`config.mk`:
```
export PLATFORM = sky130hd
export DESIGN_NAME = mok_option_irq
export DESIGN_NICKNAME = d
export VERILOG_FILES = /design/src/rtl/mok_pkg.sv /design/src/rtl/mok_option_irq.sv
export SDC_FILE = /design/constraint.sdc
export NUM_CORES = 1
export LEC_CHECK = 0
export BUFFER_PORTS_ARGS = -buffer_cell sky130_fd_sc_hd__buf_2
export CAP_MARGIN = 20
export CORE_ASPECT_RATIO = 0.75
export CORE_MARGIN = 5
export CORE_UTILIZATION = 30
export CTS_CLUSTER_DIAMETER = 150
export DETAILED_ROUTE_END_ITERATION = 8
export PLACE_DENSITY = 0.51
export SKIP_CTS_REPAIR_TIMING = 1
export SYNTH_ARGS = -nofsm -noshare
export SYNTH_HDL_FRONTEND = slang
export SYNTH_SLANG_ARGS = --single-unit
export TNS_END_PERCENT = 50
```
`constraint.sdc`:
```
create_clock -name ref_clk -period 1.6 [get_ports ref_clk]
set_input_delay 0.08 -clock ref_clk [delete_from_list [all_inputs] [get_ports ref_clk]]
set_output_delay 0.08 -clock ref_clk [all_outputs]
set_load 0.01 [all_outputs]
```
`src/rtl/mok_pkg.sv`:
```
// Package with offsets, field positions, reset values and timing counts of the option block.
package mok_pkg;
	////////////////////////////////////////////////////////////////////////////////
	// Register bus and keyscan widths.
	localparam int ADDR_W = 8;
	localparam int DATA_W = 8;
	localparam int KEY_W = 8;

	////////////////////////////////////////////////////////////////////////////////
	// Register offsets.
	localparam logic [7:0] DIR_A_OFS = 8'h04;
	localparam logic [7:0] DIR_B_OFS = 8'h05;
	localparam logic [7:0] DIR_C_OFS = 8'h06;
	localparam logic [7:0] IRQ_STAT_OFS = 8'h20;
	localparam logic [7:0] IRQ_MASK_OFS = 8'h21;
	localparam logic [7:0] OPTION_OFS = 8'h22;
	localparam logic [7:0] PEND_OFS = 8'h23;

	////////////////////////////////////////////////////////////////////////////////
	// Status and mask field positions.
	localparam int ST_PIN_BIT = 0;
	localparam int ST_KEY_BIT = 1;
	localparam int ST_TAKE_BIT = 2;
	localparam int ST_HALTW_BIT = 3;
	localparam int ST_W = 4;

	// Option readback field positions.
	localparam int OPT_PULL_BIT = 0;
	localparam int OPT_WEAK_BIT = 1;
	localparam int OPT_WDOG_BIT = 2;
	localparam int OPT_HALT_BIT = 3;
	localparam int OPT_LEVEL_BIT = 4;

	////////////////////////////////////////////////////////////////////////////////
	// Reset values.
	localparam logic [7:0] DIR_RST = 8'h00;
	localparam logic [ST_W-1:0] ST_RST = 4'h0;
	localparam logic [ST_W-1:0] MASK_RST = 4'h0;
	localparam logic [7:0] RD_ZERO = 8'h00;

	////////////////////////////////////////////////////////////////////////////////
	// Timing: minimum low time of the interrupt pin, and clock period.
	localparam int CLK_PERIOD_PS = 4000;
	localparam int T_ILIH_PS = 125000;
	localparam int ILIH_CYC_INT = (T_ILIH_PS + CLK_PERIOD_PS - 1) / CLK_PERIOD_PS;
	localparam int LOWCNT_W = 8;
	localparam logic [LOWCNT_W-1:0] ILIH_CYC = ILIH_CYC_INT[LOWCNT_W-1:0];
	localparam logic [LOWCNT_W-1:0] LOWCNT_RST = 8'h00;
	localparam logic [LOWCNT_W-1:0] LOWCNT_ONE = 8'h01;
endpackage

```
`src/rtl/mok_option_irq.sv`:
```
// Option logic, external and keyscan interrupt front end, reset and clock control.
//
// Local design decisions: the plain strobed port and the register offsets.
`timescale 1ns/1ps
`default_nettype none
module mok_option_irq #(
	parameter bit keyscan_pin7_irq_option = 1'b1,
	parameter bit keyscan_pin6_irq_option = 1'b1,
	parameter bit keyscan_pin5_irq_option = 1'b1,
	parameter bit keyscan_pin4_irq_option = 1'b1,
	parameter bit keyscan_pin3_irq_option = 1'b0,
	parameter bit keyscan_pin2_irq_option = 1'b0,
	parameter bit keyscan_pin1_irq_option = 1'b1,
	parameter bit keyscan_pin0_irq_option = 1'b1,
	parameter bit keyscan_pullup_option = 1'b1,
	parameter bit pullup_strength_option = 1'b0,
	parameter bit watchdog_enable_option = 1'b1,
	parameter bit halt_instr_enable_option = 1'b1,
	parameter bit irq_level_option = 1'b0
) (
	// Clock and reset.
	input wire logic ref_clk,
	input wire logic reset,
	// Device pins.
	input wire logic irq_n_pin,
	input wire logic reset_n_pin,
	input wire logic low_power_reset_n,
	input wire logic [mok_pkg::KEY_W-1:0] keyscan_pin,
	// Core side.
	input wire logic instr_boundary,
	input wire logic cpu_imask,
	input wire logic halt_instr,
	input wire logic wait_instr,
	output logic irq_take,
	output logic core_reset,
	output logic op_clk_en,
	output logic osc_run,
	output logic watchdog_run,
	output logic stop_enter,
	output logic wait_enter,
	output logic core_timer_reset,
	// Pad control.
	output logic [mok_pkg::KEY_W-1:0] keyscan_pullup_en,
	output logic pullup_weak,
	output logic [7:0] port_a_dir,
	output logic [7:0] port_b_dir,
	output logic [7:0] port_c_dir,
	// Register bus.
	input wire logic [mok_pkg::ADDR_W-1:0] reg_addr,
	input wire logic [mok_pkg::DATA_W-1:0] reg_wdata,
	input wire logic reg_wr,
	input wire logic reg_rd,
	output logic [mok_pkg::DATA_W-1:0] reg_rdata,
	// Interrupt output.
	output logic irq_out
);
	////////////////////////////////////////////////////////////////////////////////
	// Fixed option vector.
	localparam logic [mok_pkg::KEY_W-1:0] KEY_OPT = {keyscan_pin7_irq_option,
		keyscan_pin6_irq_option, keyscan_pin5_irq_option, keyscan_pin4_irq_option,
		keyscan_pin3_irq_option, keyscan_pin2_irq_option, keyscan_pin1_irq_option,
		keyscan_pin0_irq_option};

	logic irq_s1_ff, irq_s2_ff, rstn_s1_ff, rstn_s2_ff, lprn_s1_ff, lprn_s2_ff;
	logic [mok_pkg::KEY_W-1:0] key_s1_ff, key_s2_ff, key_d_ff, key_fall;
	logic sys_rst, irq_qual, irq_qual_d_ff, pin_ev, key_ev, pend_ff;
	logic [mok_pkg::LOWCNT_W-1:0] low_cnt_ff;
	logic irq_take_ff, op_clk_en_ff, osc_run_ff, watchdog_run_ff, stop_enter_ff;
	logic wait_enter_ff, core_timer_reset_ff, pullup_weak_ff, core_reset_ff;
	logic [mok_pkg::KEY_W-1:0] keyscan_pullup_en_ff;
	logic [7:0] dir_a_ff, dir_b_ff, dir_c_ff, rdata_ff;
	logic [mok_pkg::ST_W-1:0] stat_ff, mask_ff, stat_set;
	logic [7:0] opt_rd;

	////////////////////////////////////////////////////////////////////////////////
	// Pin synchronisers; the first stage feeds only the second.
	always_ff @(posedge ref_clk) begin
		if (reset) begin
			irq_s1_ff <= 1'b1;
			irq_s2_ff <= 1'b1;
			rstn_s1_ff <= 1'b1;
			rstn_s2_ff <= 1'b1;
			lprn_s1_ff <= 1'b1;
			lprn_s2_ff <= 1'b1;
			key_s1_ff <= '1;
			key_s2_ff <= '1;
		end else begin
			irq_s1_ff <= irq_n_pin;
			irq_s2_ff <= irq_s1_ff;
			rstn_s1_ff <= reset_n_pin;
			rstn_s2_ff <= rstn_s1_ff;
			lprn_s1_ff <= low_power_reset_n;
			lprn_s2_ff <= lprn_s1_ff;
			key_s1_ff <= keyscan_pin;
			key_s2_ff <= key_s1_ff;
		end
	end

	// Any reset source resets the logic on sys_rst; only reset and the low-power reset stop the clock divider.
	assign sys_rst = reset | ~rstn_s2_ff | ~lprn_s2_ff;

	always_ff @(posedge ref_clk) begin
		core_reset_ff <= sys_rst;
	end

	////////////////////////////////////////////////////////////////////////////////
	// Clock divider and oscillator control.
	always_ff @(posedge ref_clk) begin
		if (reset || !lprn_s2_ff) begin
			osc_run_ff <= 1'b0;
			op_clk_en_ff <= 1'b0;
		end else begin
			osc_run_ff <= 1'b1;
			op_clk_en_ff <= ~op_clk_en_ff;
		end
	end

	////////////////////////////////////////////////////////////////////////////////
	// Fixed option outputs.
	always_ff @(posedge ref_clk) begin
		if (sys_rst) begin
			keyscan_pullup_en_ff <= '0;
			pullup_weak_ff <= 1'b0;
			watchdog_run_ff <= 1'b0;
		end else begin
			keyscan_pullup_en_ff <= keyscan_pullup_option ? KEY_OPT : '0;
			pullup_weak_ff <= pullup_strength_option;
			watchdog_run_ff <= watchdog_enable_option;
		end
	end

	// Stop and wait handling.
	always_ff @(posedge ref_clk) begin
		if (sys_rst) begin
			stop_enter_ff <= 1'b0;
			wait_enter_ff <= 1'b0;
			core_timer_reset_ff <= 1'b0;
		end else begin
			stop_enter_ff <= halt_instr & halt_instr_enable_option;
			wait_enter_ff <= wait_instr | (halt_instr & ~halt_instr_enable_option);
			core_timer_reset_ff <= halt_instr & ~halt_instr_enable_option;
		end
	end

	////////////////////////////////////////////////////////////////////////////////
	// Interrupt pin low-time qualification.
	always_ff @(posedge ref_clk) begin
		if (sys_rst) begin
			low_cnt_ff <= mok_pkg::LOWCNT_RST;
			irq_qual_d_ff <= 1'b0;
		end else begin
			irq_qual_d_ff <= irq_qual;
			if (irq_s2_ff) begin
				low_cnt_ff <= mok_pkg::LOWCNT_RST;
			end else if (low_cnt_ff != mok_pkg::ILIH_CYC) begin
				low_cnt_ff <= low_cnt_ff + mok_pkg::LOWCNT_ONE;
			end
		end
	end

	assign irq_qual = (low_cnt_ff == mok_pkg::ILIH_CYC);
	// Edge-only mode fires once per low period; level mode keeps requesting.
	assign pin_ev = irq_level_option ? irq_qual : (irq_qual & ~irq_qual_d_ff);

	// Keyscan falling edges per pin, or low levels in level mode.
	always_ff @(posedge ref_clk) begin
		if (sys_rst) begin
			key_d_ff <= '1;
		end else begin
			key_d_ff <= key_s2_ff;
		end
	end

	genvar gi;
	generate
		for (gi = 0; gi < mok_pkg::KEY_W; gi++) begin : g_key
			assign key_fall[gi] = KEY_OPT[gi] & (key_d_ff[gi] & ~key_s2_ff[gi] |
				(irq_level_option & ~key_s2_ff[gi]));
		end
	endgenerate

	assign key_ev = |key_fall;

	////////////////////////////////////////////////////////////////////////////////
	// Pending latch and take at instruction boundary; a new request wins over the clear.
	always_ff @(posedge ref_clk) begin
		if (sys_rst) begin
			pend_ff <= 1'b0;
			irq_take_ff <= 1'b0;
		end else begin
			irq_take_ff <= instr_boundary & pend_ff & ~cpu_imask;
			if (pin_ev || key_ev) begin
				pend_ff <= 1'b1;
			end else if (instr_boundary && pend_ff && !cpu_imask) begin
				pend_ff <= 1'b0;
			end
		end
	end

	////////////////////////////////////////////////////////////////////////////////
	// Register bus: direction registers, status, mask and option readback.
	assign stat_set = {halt_instr & ~halt_instr_enable_option,
		instr_boundary & pend_ff & ~cpu_imask, key_ev, pin_ev & ~irq_qual_d_ff};

	always_ff @(posedge ref_clk) begin
		if (sys_rst) begin
			dir_a_ff <= mok_pkg::DIR_RST;
			dir_b_ff <= mok_pkg::DIR_RST;
			dir_c_ff <= mok_pkg::DIR_RST;
			mask_ff <= mok_pkg::MASK_RST;
		end else if (reg_wr) begin
			case (reg_addr)
				mok_pkg::DIR_A_OFS: begin
					dir_a_ff <= reg_wdata;
				end
				mok_pkg::DIR_B_OFS: begin
					dir_b_ff <= reg_wdata;
				end
				mok_pkg::DIR_C_OFS: begin
					dir_c_ff <= reg_wdata;
				end
				mok_pkg::IRQ_MASK_OFS: begin
					mask_ff <= reg_wdata[mok_pkg::ST_W-1:0];
				end
				default: begin
				end
			endcase
		end
	end

	// Sticky status, cleared by writing one; a same-cycle event keeps its bit.
	always_ff @(posedge ref_clk) begin
		if (sys_rst) begin
			stat_ff <= mok_pkg::ST_RST;
		end else if (reg_wr && reg_addr == mok_pkg::IRQ_STAT_OFS) begin
			stat_ff <= (stat_ff & ~reg_wdata[mok_pkg::ST_W-1:0]) | stat_set;
		end else begin
			stat_ff <= stat_ff | stat_set;
		end
	end

	// Options are read-only; writes to their offset are ignored.
	always_comb begin
		opt_rd = mok_pkg::RD_ZERO;
		opt_rd[mok_pkg::OPT_PULL_BIT] = keyscan_pullup_option;
		opt_rd[mok_pkg::OPT_WEAK_BIT] = pullup_strength_option;
		opt_rd[mok_pkg::OPT_WDOG_BIT] = watchdog_enable_option;
		opt_rd[mok_pkg::OPT_HALT_BIT] = halt_instr_enable_option;
		opt_rd[mok_pkg::OPT_LEVEL_BIT] = irq_level_option;
	end

	always_ff @(posedge ref_clk) begin
		if (sys_rst || !reg_rd) begin
			rdata_ff <= mok_pkg::RD_ZERO;
		end else begin
			case (reg_addr)
				mok_pkg::DIR_A_OFS: rdata_ff <= dir_a_ff;
				mok_pkg::DIR_B_OFS: rdata_ff <= dir_b_ff;
				mok_pkg::DIR_C_OFS: rdata_ff <= dir_c_ff;
				mok_pkg::IRQ_STAT_OFS: rdata_ff <= {4'h0, stat_ff};
				mok_pkg::IRQ_MASK_OFS: rdata_ff <= {4'h0, mask_ff};
				mok_pkg::OPTION_OFS: rdata_ff <= opt_rd;
				mok_pkg::PEND_OFS: rdata_ff <= {7'h00, pend_ff};
				default: rdata_ff <= KEY_OPT;
			endcase
		end
	end

	////////////////////////////////////////////////////////////////////////////////
	// Outputs.
	assign irq_take = irq_take_ff;
	assign core_reset = core_reset_ff;
	assign op_clk_en = op_clk_en_ff;
	assign osc_run = osc_run_ff;
	assign watchdog_run = watchdog_run_ff;
	assign stop_enter = stop_enter_ff;
	assign wait_enter = wait_enter_ff;
	assign core_timer_reset = core_timer_reset_ff;
	assign keyscan_pullup_en = keyscan_pullup_en_ff;
	assign pullup_weak = pullup_weak_ff;
	assign port_a_dir = dir_a_ff;
	assign port_b_dir = dir_b_ff;
	assign port_c_dir = dir_c_ff;
	assign reg_rdata = rdata_ff;
	assign irq_out = |(stat_ff & mask_ff);
endmodule // mok_option_irq
`default_nettype wire

```
==> impl_metrics.py <==
metrics = {
    "synth": {
        "ys_types": 39,
        "ys_seq_area_share_pct": 51.3,
        "ys_warn_count": 0,
        "syn_area_mm2": 0.00316,
        "synth_edf_count": 0,
        "synth-seq-cells": 81,
        "synth-async-reset-ratio_pct": 0,
        "synthFlopType": "dfxtp_1",
        "netlist_instances": 320,
        "syn_avg_cell_area_um2": 9.87,
    },
    "sta": {
        "setup_viol": 0,
        "hold_violations": 0,
        "period_share_pct": 90.5,
        "max_freq_ghz": 0.690,
        "fin_crit_ns": 1.45,
        "fin_tns_setup_ns": 0,
        "drv_slew": 0,
        "rsz0062_at_grt": "no",
        "finClkSkew_ns": 0.00766,
    },
    "routing": {
        "drt-wirelength-per-cell_um": 13.6,
        "vias": 2480,
        "drt_iter0_markers": 105,
        "met1_length_um": 3580,
        "drt_pass1_iterations": 4,
        "dr.max_layer_used": "met4",
        "routed_wl_um": 7520,
        "wl_met2_um": 3170,
        "wl_met3_um": 663,
        "drc_errors": 0,
        "avgViaCountPerCell": 4.47,
        "antenna_left": 0,
    },
    "cts": {
        "cts_htree_levels": 3,
        "path_clk_slew_ns": 0.07,
        "root_buffer": "clkbuf_16",
        "numClockSinks": 81,
        "cts_tree": "yes",
        "clock_path_buffers": 2,
        "numCtsBuffers": 9,
        "insertion_delay_ns": 0.34,
    },
    "layout": {
        "mostFrequentLayoutCells": "81 x dfxtp_1, 78 x buf_2, 30 x mux2i_1, 30 x nor2_1, 25 x or2_2",
        "n_antenna_cell": 0,
        "drive_gt1_share_pct": 34.4,
        "final_common_cell": "dfxtp_1",
        "instances_no_fill": 555,
        "nets": 451,
        "syn_to_final_growth_pct": 31.4,
    },
    "place": {
        "hpwl_um": 5480,
        "dp_cells": 528,
        "gp_congestion": 0.799,
        "io_buffers": 78,
    },
    "global_routing": {
        "grt_pass1_wl_um": 11900,
        "grt.overflow.total": 0,
        "grt_pass1_vias": 2357,
        "grt_max_degree": 25,
        "grt.total_usage_pct": 12.0,
        "antenna_found_initial": 0,
    },
    "floorplan": {
        "die_y_um": 98.9,
        "dieWidth_um": 128,
        "core-area_mm2": 0.0103,
        "rows": 32,
        "start_util_pct": 30.7,
        "ios": 85,
        "dieArea_mm2": 0.0127,
    },
    "run_status": {
        "status": "finished clean",
    },
    "flow_run": {
        "max_cap_viol_count": 0,
    },
    "worst_hold_path": {
        "hold_depth": 3,
        "min_path_type": "input pin to flop",
        "min-delay-start": "reg_wdata[6]",
        "min_to": "port_b_dir[6]",
    },
    "worst_setup_path": {
        "reg2reg_from": "low_cnt_ff[1]",
        "worstPathCellList": "inv_1, ha_1, nor4bb_2, nand2_1, or2_2, a31oi_1",
        "startpoint_type": "flop",
        "end_kind": "flop",
        "reg2reg_to": "pend_ff",
        "crit_slowest_cell": "dfxtp_1",
        "required_ns": 1.87,
        "reg2reg_slack_ns": 0.15,
        "criticalPathCategory": "flop to flop",
        "cp_max_fo": 6,
        "arrival_ns": 1.72,
        "worst-r2r-cell-count": 6,
        "slowest_delay_ns": 0.36,
    },
    "power": {
        "p_leak_uw": 0.00177,
        "max-vdd-ir-drop_uv": 607,
        "power_density_mw_per_mm2": 1070,
    },
}
[worst max-delay path: cells and delay by family (launching register included)]
family,cells,cell delay (ns)
AND/OR/NAND/NOR,3,0.67
buffers and inverters,1,0.07
flip-flops,1,0.36
AO/OA/AOI/OAI,1,0.15
adder cells (fa/ha/maj),1,0.12
[flip-flops by register name, indices dropped and copies added, names as in the netlist, 4 cells and up]
name,count
port_b_dir,8
port_a_dir,8
key_d_ff,6
port_c_dir,8
reg_rdata,8
key_s1_ff,6
low_cnt_ff,8
stat_ff,4
key_s2_ff,6
mask_ff,4
[where the power goes]
group	internal [µW]	switching, µW	leakage, µW
Sequential	2070	21.2	0.000661
Clock	1220	851	0.000144
Combinational	131	159	0.000965
Total	3420	1030	0.00177
[stage by stage]
stage | setup WS (ns) | total power, µW | hold slack, ns | utilization, % | area, µm²
4_1_cts | 0.126 | 4500 | -0.0924 | 39.2 | 4040
5_1_grt | 0.0222 | 4650 | 0.0162 | 40.4 | 4150
3_5_place_dp | 0.0126 | 2410 | 0.264 | 36.3 | 3730
3_3_place_gp | 0.0382 | 2410 | 0.262 | 36.3 | 3730
2_1_floorplan | 0.0601 | 2300 | 0.167 | - | 3170
6_report | 0.152 | 4460 | 0.00755 | 40.4 | 4150
[layout make-up]
| cell class | count | area (µm²) |
|---|---|---|
| clock buffers | 9 | 225 |
| clock inverters | 7 | 78.8 |
| fillers | 1028 | 6140 |
| inverters | 10 | 37.5 |
| multi-input cells | 207 | 1370 |
| flip-flops and latches | 81 | 1620 |
| well taps | 136 | 170 |
| repair buffers | 105 | 646 |
[kinds of logic after synthesis]
| kind of cell | count (synthesis) | share of synthesized area, % |
|---|---|---|
| simple gates | 120 | 21.0 |
| flops | 81 | 51.3 |
| buf+inv | 35 | 5.74 |
| mux | 31 | 9.86 |
| fa+ha+maj | 2 | 0.792 |
| other cells | 1 | 0.119 |
| compound gates | 43 | 9.27 |
| xor+xnor | 7 | 1.94 |
[worst max-delay path by stage]
| stage | startpoint | to | slack, ns | cells after the start |
|---|---|---|---|---|
| 2_1_floorplan | reg_addr[7] | port_b_dir[7] | 0.06 | 5 |
| 3_3_place_gp | reg_addr[7] | port_b_dir[3] | 0.04 | 6 |
| 3_5_place_dp | reg_addr[7] | port_b_dir[1] | 0.01 | 6 |
| 4_1_cts | low_cnt_ff[1] | pend_ff | 0.13 | 6 |
| 5_1_grt | low_cnt_ff[1] | pend_ff | 0.02 | 6 |
| 6_report | low_cnt_ff[1] | pend_ff | 0.15 | 6 |
[metal layers]
| metal | track usage (%) | vias up |
|---|---|---|
| li1 | - | 1268 |
| met1 | 16.2 | 1126 |
| met2 | 16.9 | 73 |
| met3 | 5.25 | 13 |
| met4 | 4.12 | 0 |
| met5 | 0 | - |
[Yosys cell counts (5+ instances only)]
cell type  number  share of area, %
nor2b_1         5              0.99
dfxtp_1        81                51
nand3_1        14               2.2
a22oi_1         5               1.2
clkbuf_1       10               1.2
nor2_1         30               3.6
or2_2          25               5.0
o2bb2ai_1      10               2.8
a21oi_1        18               2.9
inv_1          10               1.2
mux2i_1        30               9.5
buf_4          10               2.4
xor2_1          5               1.4
nor3_1          8               1.3
nand2_1        20               2.4
Note: power is estimated with default switching activity, not from simulation.
